===== src/low_supply_monitor_pkg.sv =====
// Shared constants for the low supply monitor block
package low_supply_monitor_pkg;
    // Register byte offsets on the APB bus
    localparam logic [7:0] ctrl_offset        = 8'h00; // Monitor control register
    localparam logic [7:0] irq_ctrl_offset    = 8'h04; // Interrupt request and enable
    localparam logic [7:0] irq_status_offset  = 8'h08; // Sticky event status, write one to clear
    localparam logic [7:0] irq_mask_offset    = 8'h0c; // Mask gating status onto irq
    localparam logic [7:0] power_offset       = 8'h10; // Sleep state and low voltage reset enable
    // Field positions in the monitor control register
    localparam int thr_lsb                    = 0;     // Threshold select, three bits
    localparam int ref_buf_bit                = 3;     // Reference buffer enable
    localparam int mon_en_bit                 = 4;     // Monitor enable
    localparam int flag_bit                   = 5;     // Low supply flag, read only
    // Field positions in the interrupt control register
    localparam int irq_en_bit                 = 3;     // Interrupt enable
    localparam int irq_flag_bit               = 7;     // Interrupt request flag
    // Field positions in the status and mask registers
    localparam int ev_flag_rise               = 0;     // Low supply flag went high
    localparam int ev_flag_fall               = 1;     // Low supply flag went low
    localparam int ev_irq_set                 = 2;     // Request flag set by the delay
    localparam int event_count                = 3;     // Number of status events
    // Field positions in the power register
    localparam int sleep_bit                  = 0;     // Device in sleep
    localparam int idle_bit                   = 1;     // Device in idle
    localparam int lvr_bit                    = 2;     // Low voltage reset enable
    // Reset values
    localparam logic [7:0] ctrl_reset         = 8'h00;
    localparam logic [7:0] irq_ctrl_reset     = 8'h00;
    // Qualifying delay before the interrupt request, in ns, and in cycles
    localparam int clk_period_ps              = 5000;  // 200 MHz
    localparam int irq_qualify_delay_ns       = 100;
    localparam int qualify_cycles_raw         = (irq_qualify_delay_ns * 1000 + clk_period_ps - 1) / clk_period_ps;
    localparam int qualify_cycles             = (qualify_cycles_raw < 1) ? 1 : qualify_cycles_raw;
    localparam int qual_width                 = 8;
    localparam logic [qual_width-1:0] qualify_count = qual_width'(qualify_cycles);
endpackage


===== src/low_supply_monitor.sv =====
// Low supply monitor: control register, flag, qualified interrupt, power gating
// What this block does
// - Three-bit field selects eight trip levels
// - Enabled monitor below threshold raises flag
// - Flag is read only; zero means ok
// - Enable bit powers detector on or off
// - Bandgap on for monitor, reset or buffer
// - Sleep disables detector despite enable bit
// - Request flag set after qualifying delay
// - Pending request wakes from sleep or idle
// - Flag may toggle; consumers must tolerate
// - Control bits seven and six read zero
// - Request bit 7, enable bit 3, read/write
`timescale 1ns/1ps
module low_supply_monitor
    import low_supply_monitor_pkg::*;
(
    input  wire logic        pclk,               // System clock
    input  wire logic        presetn,            // Asynchronous reset, active low
    input  wire logic        psel,               // APB select
    input  wire logic        penable,            // APB access phase
    input  wire logic        pwrite,             // APB direction
    input  wire logic [7:0]  paddr,              // APB byte address
    input  wire logic [31:0] pwdata,             // APB write data
    input  wire logic [3:0]  pstrb,              // APB byte strobes
    output logic      [31:0] prdata,             // APB read data
    output logic             pready,             // APB ready
    output logic             pslverr,            // APB error for unmapped address
    input  wire logic        comparator_low,     // Analog comparator: supply below level
    output logic      [2:0]  threshold_select,   // Trip level code to the analog divider
    output logic             detector_power,     // Detector analog power enable
    output logic             bandgap_enable,     // Shared bandgap reference enable
    output logic             wake_request,       // Wake from sleep or idle
    output logic             irq                 // Level interrupt
);
    logic [7:0] ctrl;                            // Monitor control, writable bits
    logic       low_supply_flag;                 // Synchronised flag
    logic       flag_prev;                       // Flag one cycle ago, edge detect
    logic       low_supply_irq_flag;             // Request flag
    logic       low_supply_irq_enable;           // Request enable
    logic [event_count-1:0] status;              // Sticky events
    logic [event_count-1:0] mask;                // Event mask
    logic       sleep_state;                     // Device asleep
    logic       idle_state;                      // Device idle
    logic       low_voltage_reset;               // Low voltage reset enabled
    logic [qual_width-1:0] qual_cnt;             // Qualifying delay counter
    logic       irq_set;                         // Delay expired this cycle
    logic       detector_on;                     // Combined enable
    logic       wr_access;                       // Write completes this cycle
    logic       rd_access;                       // Read in access phase, wait cycle included
    logic       addr_ok;                         // Address maps to a register
    logic [event_count-1:0] events;              // Event pulses
    logic [31:0] next_prdata;                    // Read mux value

    // Detector is on only when enabled and not asleep
    assign detector_on = ctrl[mon_en_bit] && !sleep_state;
    assign wr_access   = psel && penable && pready && pwrite && pstrb[0]; // Lands where pready is seen high
    assign rd_access   = psel && penable && !pwrite;
    assign addr_ok     = (paddr == ctrl_offset) || (paddr == irq_ctrl_offset) ||
                         (paddr == irq_status_offset) || (paddr == irq_mask_offset) ||
                         (paddr == power_offset);

    // Comparator crosses into the clock domain before any use
    supply_flag_sync u_sync
    (
        .pclk     (pclk),
        .presetn  (presetn),
        .async_in (comparator_low),
        .enable   (detector_on),
        .sync_out (low_supply_flag)
    );

    // Control register: threshold, buffer, enable; flag bit not writable
    always_ff @(posedge pclk or negedge presetn)
    begin
        if (!presetn)
            ctrl <= ctrl_reset;
        else if (wr_access && paddr == ctrl_offset)
            ctrl <= {3'b000, pwdata[4:0]};
    end

    // Power state and reset enable inputs from software
    always_ff @(posedge pclk or negedge presetn)
    begin
        if (!presetn)
        begin
            sleep_state       <= 1'b0;
            idle_state        <= 1'b0;
            low_voltage_reset <= 1'b0;
        end
        else if (wr_access && paddr == power_offset)
        begin
            sleep_state       <= pwdata[sleep_bit];
            idle_state        <= pwdata[idle_bit];
            low_voltage_reset <= pwdata[lvr_bit];
        end
        else if (wake_request)
        begin
            sleep_state <= 1'b0;
            idle_state  <= 1'b0;
        end
    end

    // Qualifying delay: restarts whenever the flag drops, so toggling is harmless
    always_ff @(posedge pclk or negedge presetn)
    begin
        if (!presetn)
            qual_cnt <= '0;
        else if (!low_supply_flag)
            qual_cnt <= '0;
        else if (qual_cnt != qualify_count)
            qual_cnt <= qual_cnt + 1'b1;
    end

    assign irq_set = low_supply_flag && (qual_cnt == qualify_count - 1'b1);

    // Request flag and its enable; hardware set wins over software clear
    always_ff @(posedge pclk or negedge presetn)
    begin
        if (!presetn)
        begin
            low_supply_irq_flag   <= irq_ctrl_reset[irq_flag_bit];
            low_supply_irq_enable <= irq_ctrl_reset[irq_en_bit];
        end
        else
        begin
            if (wr_access && paddr == irq_ctrl_offset)
            begin
                low_supply_irq_flag   <= pwdata[irq_flag_bit] || irq_set;
                low_supply_irq_enable <= pwdata[irq_en_bit];
            end
            else if (irq_set)
                low_supply_irq_flag <= 1'b1;
        end
    end

    // Previous flag for edge events
    always_ff @(posedge pclk or negedge presetn)
    begin
        if (!presetn)
            flag_prev <= 1'b0;
        else
            flag_prev <= low_supply_flag;
    end

    assign events[ev_flag_rise] = low_supply_flag && !flag_prev;
    assign events[ev_flag_fall] = !low_supply_flag && flag_prev;
    assign events[ev_irq_set]   = irq_set;

    // Sticky status bits, write one to clear, set wins
    genvar gi;
    generate
        for (gi = 0; gi < event_count; gi++)
        begin : g_status
            always_ff @(posedge pclk or negedge presetn)
            begin
                if (!presetn)
                    status[gi] <= 1'b0;
                else if (events[gi])
                    status[gi] <= 1'b1;
                else if (wr_access && paddr == irq_status_offset && pwdata[gi])
                    status[gi] <= 1'b0;
            end
        end
    endgenerate

    // Mask register
    always_ff @(posedge pclk or negedge presetn)
    begin
        if (!presetn)
            mask <= '0;
        else if (wr_access && paddr == irq_mask_offset)
            mask <= pwdata[event_count-1:0];
    end

    // Registered outputs to the analog side and the core
    always_ff @(posedge pclk or negedge presetn)
    begin
        if (!presetn)
        begin
            threshold_select <= 3'b000;
            detector_power   <= 1'b0;
            bandgap_enable   <= 1'b0;
            wake_request     <= 1'b0;
            irq              <= 1'b0;
        end
        else
        begin
            threshold_select <= ctrl[thr_lsb +: 3];
            detector_power   <= detector_on;
            bandgap_enable   <= ctrl[mon_en_bit] || low_voltage_reset ||
                                ctrl[ref_buf_bit];
            wake_request     <= low_supply_irq_flag && (sleep_state || idle_state);
            irq              <= |(status & mask);
        end
    end

    // Read mux
    always_comb
    begin
        next_prdata = 32'h0000_0000;
        case (paddr)
            ctrl_offset:
                next_prdata[7:0] = {2'b00, low_supply_flag, ctrl[4:0]};
            irq_ctrl_offset:
            begin
                next_prdata[irq_flag_bit] = low_supply_irq_flag;
                next_prdata[irq_en_bit]   = low_supply_irq_enable;
            end
            irq_status_offset:
                next_prdata[event_count-1:0] = status;
            irq_mask_offset:
                next_prdata[event_count-1:0] = mask;
            power_offset:
                next_prdata[2:0] = {low_voltage_reset, idle_state, sleep_state};
            default:
                next_prdata = 32'h0000_0000;
        endcase
    end

    // APB answer: one wait state, ready and data registered
    always_ff @(posedge pclk or negedge presetn)
    begin
        if (!presetn)
        begin
            pready  <= 1'b0;
            pslverr <= 1'b0;
            prdata  <= 32'h0000_0000;
        end
        else if (psel && penable && !pready)
        begin
            pready  <= 1'b1;
            pslverr <= !addr_ok;
            prdata  <= next_prdata;
        end
        else
        begin
            pready  <= 1'b0;
            pslverr <= 1'b0;
            prdata  <= 32'h0000_0000;
        end
    end

    // Writes commit on the edge where pready is seen high; read data is registered on the edge that raises pready
    logic unused_rd;                             // Read strobe kept for clarity of timing
    assign unused_rd = rd_access;
endmodule


===== src/supply_flag_sync.sv =====
// Three flip-flop synchroniser with agreement filter for the comparator
`timescale 1ns/1ps
module supply_flag_sync
    import low_supply_monitor_pkg::*;
(
    input  wire logic pclk,        // System clock
    input  wire logic presetn,     // Asynchronous reset, active low
    input  wire logic async_in,    // Raw comparator output
    input  wire logic enable,      // Detector active
    output logic      sync_out     // Filtered, clocked level
);
    logic stage1;                  // Metastability catcher, read by stage2 only
    logic stage2;                  // Second stage
    logic stage3;                  // Third stage

    // Shift chain
    always_ff @(posedge pclk or negedge presetn)
    begin
        if (!presetn)
        begin
            stage1 <= 1'b0;
            stage2 <= 1'b0;
            stage3 <= 1'b0;
        end
        else
        begin
            stage1 <= async_in;
            stage2 <= stage1;
            stage3 <= stage2;
        end
    end

    // Output follows once two late stages agree; forced low when off
    always_ff @(posedge pclk or negedge presetn)
    begin
        if (!presetn)
            sync_out <= 1'b0;
        else if (!enable)
            sync_out <= 1'b0;
        else if (stage2 == stage3)
            sync_out <= stage3;
    end
endmodule


===== config.mk =====
export PLATFORM = sky130hd
export DESIGN_NAME = low_supply_monitor
export DESIGN_NICKNAME = d
export VERILOG_FILES = /design/src/low_supply_monitor_pkg.sv /design/src/low_supply_monitor.sv /design/src/supply_flag_sync.sv
export SDC_FILE = /design/constraint.sdc
export NUM_CORES = 1
export LEC_CHECK = 0
export ABC_CLOCK_PERIOD_IN_PS = 2200
export BUFFER_PORTS_ARGS = -buffer_cell sky130_fd_sc_hd__buf_2
export CAP_MARGIN = 20
export CORE_UTILIZATION = 40
export CTS_BUF_LIST = sky130_fd_sc_hd__clkbuf_2
export CTS_CLUSTER_DIAMETER = 100
export CTS_CLUSTER_SIZE = 14
export DETAILED_ROUTE_END_ITERATION = 6
export GPL_TIMING_DRIVEN = 0
export HOLD_SLACK_MARGIN = 0.15
export PLACE_DENSITY = 0.69
export SYNTH_ARGS = -nofsm -noshare
export SYNTH_HDL_FRONTEND = slang
export SYNTH_HIERARCHICAL = 1
export SYNTH_SLANG_ARGS = --single-unit

===== constraint.sdc =====
create_clock -name pclk -period 2.2 [get_ports pclk]
set_input_delay 0.44 -clock pclk [delete_from_list [all_inputs] [get_ports pclk]]
set_output_delay 0.44 -clock pclk [all_outputs]
set_load 0.02 [all_outputs]

# Word-level counts from Yosys, hierarchy flattened
# Cells that the tools add are included.
# totals
regBits	70
latch_bits	0
ramBits	0
mem_bits_ro	0
inputBits	50
wordCells	95
mem_count	0
# op_classes
add_sub_neg	1
n_mul	0
n_div	0
magnitude_cmp	0
n_eq_ne	9
shifts	0
n_mux	22
bitwise_logic	1
reduce_logical	38
# op_table
op	n
2-to-1 mux 8 bit	3
logical AND 1 bit	18
== test 8 x 4 -> 1 bit, second input constant	2
== test 8 x 5 -> 1 bit, second input constant	2
2-to-1 mux 1 bit	16
one-hot mux 3 bit (4 select lines)	1
nonzero test 2 bit	5
adder 8 x 1 -> 8 bit, second input constant	1
== test 8 x 3 -> 1 bit, second input constant	1
logical NOT 8 bit	1
logical OR 1 bit	8
!= test 8 x 5 -> 1 bit, second input constant	1
logical NOT 1 bit	5
bitwise AND 3 bit	1
OR reduction 3 bit	1
2-to-1 mux 2 bit	1
!= test 2 x 1 -> 1 bit, second input constant	1
!= test 2 bit, second input constant	1
one-hot mux 1 bit (2 select lines)	1
== test 1 bit	1

# Longest topological paths before layout
# depth
depth_word	8
depth_mapped	5
ltp_nobuf	5

# Cells and area by module
# The synthesis kept the hierarchy.
# modules_own_cells
mod	instances	cells_each	area_each_um2	seq_area_each_um2
low_supply_monitor	1	176	2029.4	1026.0
supply_flag_sync	1	7	116.4	100.1

# Worst setup path before layout
# OpenSTA, ideal clock, no wires.
# synth_path
path_type	input port to flip-flop
startpoint	input port paddr[1]
endpoint	register low_supply_irq_enable
setup_time_ps	125
arrival_ps	1893
t_required_ps	2075
path_slack_ps	183
path_stages	4
path_buffers	0
path_cell_list	or3_4 > or4_4 > nor3_1 > mux2_2
# synth_via
elab_chain_len	2
# synth_rtl
item	line_no	text
from (decl)	low_supply_monitor.sv:23	input wire logic [7:0] paddr,
== test 8 x 3 -> 1 bit	low_supply_monitor.sv:127	if (wr_access && paddr == irq_ctrl_offset)
logical AND 1 bit	low_supply_monitor.sv:127	
to (signal assigned)	low_supply_monitor.sv:123	low_supply_irq_enable <= irq_ctrl_reset[irq_en_bit];
to (signal assigned)	low_supply_monitor.sv:130	low_supply_irq_enable <= pwdata[irq_en_bit];
to (decl)	low_supply_monitor.sv:40	logic low_supply_irq_enable;
# Every way passes these cells.
# A chain may end at the register's enable or synchronous reset.

# Worst setup path after layout
# layout_path
startpoint	register qual_cnt[5]
endpoint	register low_supply_irq_flag
# layout_via
elab_chain_len	4
elab_cells_between_ends	5
# layout_rtl
item	line_no	text
from (decl)	low_supply_monitor.sv:46	logic [qual_width-1:0] qual_cnt;
from (signal assigned)	low_supply_monitor.sv:112	qual_cnt <= qual_cnt + 1'b1;
== test 8 x 5 -> 1 bit *	low_supply_monitor.sv:115	assign irq_set = low_supply_flag && (qual_cnt == qualify_count - 1'b1);
logical AND 1 bit *	low_supply_monitor.sv:115	
logical OR 1 bit	low_supply_monitor.sv:129	low_supply_irq_flag <= pwdata[irq_flag_bit] || irq_set;
2-to-1 mux 1 bit	low_supply_monitor.sv:127	
to (signal assigned)	low_supply_monitor.sv:122	low_supply_irq_flag <= irq_ctrl_reset[irq_flag_bit];
to (signal assigned)	low_supply_monitor.sv:129	
to (decl)	low_supply_monitor.sv:39	logic low_supply_irq_flag;
# Mark *: on every way between the ends. The rest lies on a longest branch, timed or not.

==> metrics.cfg <==
[die]
die_x_microns = 75.2
ios = 91
dieArea_sq_um = 5660
core_area_sq_um = 5140
rows = 26
start_util = 0.417
die_h_microns = 75.2

[logic_synthesis]
async_flop_share = 1.00
ys_ff_latch = 45
yosys.area.top_type = dfrtp_1
yosysSeqAreaShare = 0.525
synth_area_leaders = dfrtp_1 (52%), mux2_2 (9.4%), buf_4 (8.7%)
ys.flop_type = dfrtp_1
ys_warn_count = 6
synth_area_per_cell_sq_um = 11.7
synth_area_sq_um = 2150
synthDominantCellAreaShare = 0.525
ys_types = 44
synthCells = 183
synth_edf_count = 0

[clock_tree]
cts.sinks = 45
cts_tree = built
path_clk_slew_ps = 220
ctsResizeCount = 0
hold_buffers = 1
insertion_delay_ps = 410
htree_num_levels = 2
cts_setup_buffers = 0
cts_made_buffers = 5
cts-root-buf = clkbuf_2
clock_path_buffers = 2

[pwr]
internal_power_uw = 967
switchingPower_uw = 351
p_leak_nw = 1.36
power_frac_seq = 0.635
pwr_density_cell_nw_per_um2 = 512
ir_worst_vdd_uv = 225
swShare = 0.266
combPwrFrac = 0.112
pwr-share-clk = 0.253

[grt]
grt_pass1_vias = 1261
grt_max_degree = 46
grt_use_total = 0.148
antenna_found_initial = 0
grt.overflow.total = 0
grt_pass1_wl_mm = 6.03

[placed_design]
dp_hpwl_mm = 2.81
dpl_cell_area_sq_um = 2490
globalplace.congestion = 0.791
place_ws_ps = -60.3
port_buffers = 34

[cells_and_area]
layout-drive-gt1-share = 0.369
stdcell_area_sq_um = 2580
syn2layout_area_growth_pct = 20.1
nNetsFinal = 303
utilization = 0.501
antenna_cells = 0
nFillCells = 483

[sta]
fin_crit_sh = 0.817
rsz0062_at_grt = false
skew_ps = 13.0
relSlewSlack = 0.424
report.final.slew_viol_count = 0
setup_viol = 0
fmax_mhz = 556
setup_ws_ps = 403
final.min_clock_period_ps = 1800
hold_viol = 0
worstMarginPinSlew_ps = 857

[worst_setup_path]
startpoint_type = flop
worstPathRequired_ps = 2580
path_class = reg -> reg
critPathCaptureType = flop
cp_max_fo = 5
cp.arrival_ps = 2180

[detailed_routing]
avgRoutedWirePerCell_microns = 11.7
ant_nets = 0
dr_total_vias = 1462
vias_per_cell = 4.54
drc_errors = 0
drt-initial-drc-count = 92
first_pass_iters = 4
wl_mm = 3.76

[status]
status = finished, final reports clean

[worst_hold_path]
holdCritPathClass = in -> reg

[run]
cap_violations = 0

flip-flops by register name (all words and copies together), names as in the netlist:
signal,count
pslverr,1
u_sync/stage2,1
low_supply_irq_flag,1
prdata,7
bandgap_enable,1
idle_state,1
qual_cnt,8
u_sync/stage3,1
pready,1
ctrl,5
threshold_select,3
wake_request,1
irq,1
mask,3
low_voltage_reset,1
low_supply_irq_enable,1
detector_power,1
sleep_state,1
status,3
flag_prev,1
u_sync/stage1,1
u_sync/sync_out,1
power by group through the flow:
stage	clock network, mW	registers, mW	logic [mW]
final	0.334	0.837	0.147
after global routing	0.376	0.838	0.165
after CTS	0.348	0.837	0.142
after detailed placement	0	0.851	0.141
after global placement	0	0.851	0.140
after floorplan	0	0.854	0.0925
layout by cell type, fill, tap and decap left out, types with 2 or more instances in the layout:
cell and instances:
nand2_1 6, a22oi_1 3, clkinv_2 2, ha_1 2
nand3_1 10, xnor2_1 5, clkbuf_2 5, buf_4 25
nor3b_1 2, mux2_2 18, dlygate4sd3_1 2, nor3_1 4
clkbuf_1 3, nor2b_1 5, and2_1 5, inv_1 5
nor4_1 2, buf_2 34, o21ai_0 2, conb_1 25
nor2_1 9, and3_1 4, nand2b_1 2, dfrtp_1 45
mux2i_1 2
layer usage:
metal | GRT usage | part of all wire | vias to the layer above
li1 | - | - | 730
met1 | 0.198 | 0.46 | 680
met2 | 0.229 | 0.48 | 47
met3 | 0.0321 | 0.044 | 5
met4 | 0.0679 | 0.017 | 0
met5 | 0 | 0 | -
layout make-up:
type | count | area, sq um | area share
multi-input cells | 129 | 892 | 0.346
inverters | 5 | 18.8 | 0.00729
repair buffers | 37 | 210 | 0.0816
plain buffers | 28 | 199 | 0.0772
flip-flops and latches | 45 | 1130 | 0.437
well taps | 70 | 87.6 | 0.0340
clock inverters | 3 | 17.5 | 0.00680
clock buffers | 5 | 25.0 | 0.00971
synth_stat cells, types with 2 or more instances:
library cell,instances
clkbuf_1,3
nor2b_1,5
and2_1,5
ha_1,2
xnor2_1,5
nor3_1,4
inv_1,5
nand3_1,10
nor3b_1,2
nand2b_1,2
and3_1,4
nand2_1,6
mux2_2,18
o21ai_0,2
nor4_1,2
nor2_1,9
dfrtp_1,45
a22oi_1,3
mux2i_1,2
buf_4,25
per-stage QoR:
stage / total power [mW] / TNS [ps] / std cells / hold slack, ps
2_1_floorplan: 0.947 / 0 / 207 / 144
3_3_place_gp: 0.991 / -24.4 / 311 / 334
3_5_place_dp: 0.992 / -303 / 311 / 336
4_1_cts: 1.33 / 0 / 320 / 160
5_1_grt: 1.38 / 0 / 322 / 225
6_report: 1.32 / 0 / 322 / 232
final timing paths:
kind                                         start  depth (start not counted)                         endpoint  slack, ps
hold reg to reg            u_sync/stage1$_DFF_PN0_                          0          u_sync/stage2$_DFF_PN0_        380
setup / recovery           qual_cnt[5]$_DFFE_PN0P_                          3  low_supply_irq_flag$_DFFE_PN0P_        400
max in group asynchronous                  presetn                          3              prdata[7]$_DFF_PN0_       1460
setup reg to reg           qual_cnt[5]$_DFFE_PN0P_                          3  low_supply_irq_flag$_DFFE_PN0P_        400
min in group asynchronous                  presetn                          2              ctrl[4]$_DFFE_PN0P_        330
hold / removal                           pwdata[7]                          2  low_supply_irq_flag$_DFFE_PN0P_        230
critical path, cell delays in order, from the launching register on:
cell	delay, ps
dfrtp_1	480
or4b_2	710
nor4_1	420
a211o_1	150
cell families after synthesis:
logic type / share of synthesized area
and+or+nand+nor: 0.178
muxes: 0.104
DFF: 0.525
adders and majority gates: 0.0117
buffers and inverters: 0.101
xor gates and xnor gates: 0.0204
other: 0.00175
AOI/OAI and AO/OA: 0.0577
Note: power is estimated with default switching activity, not from simulation.
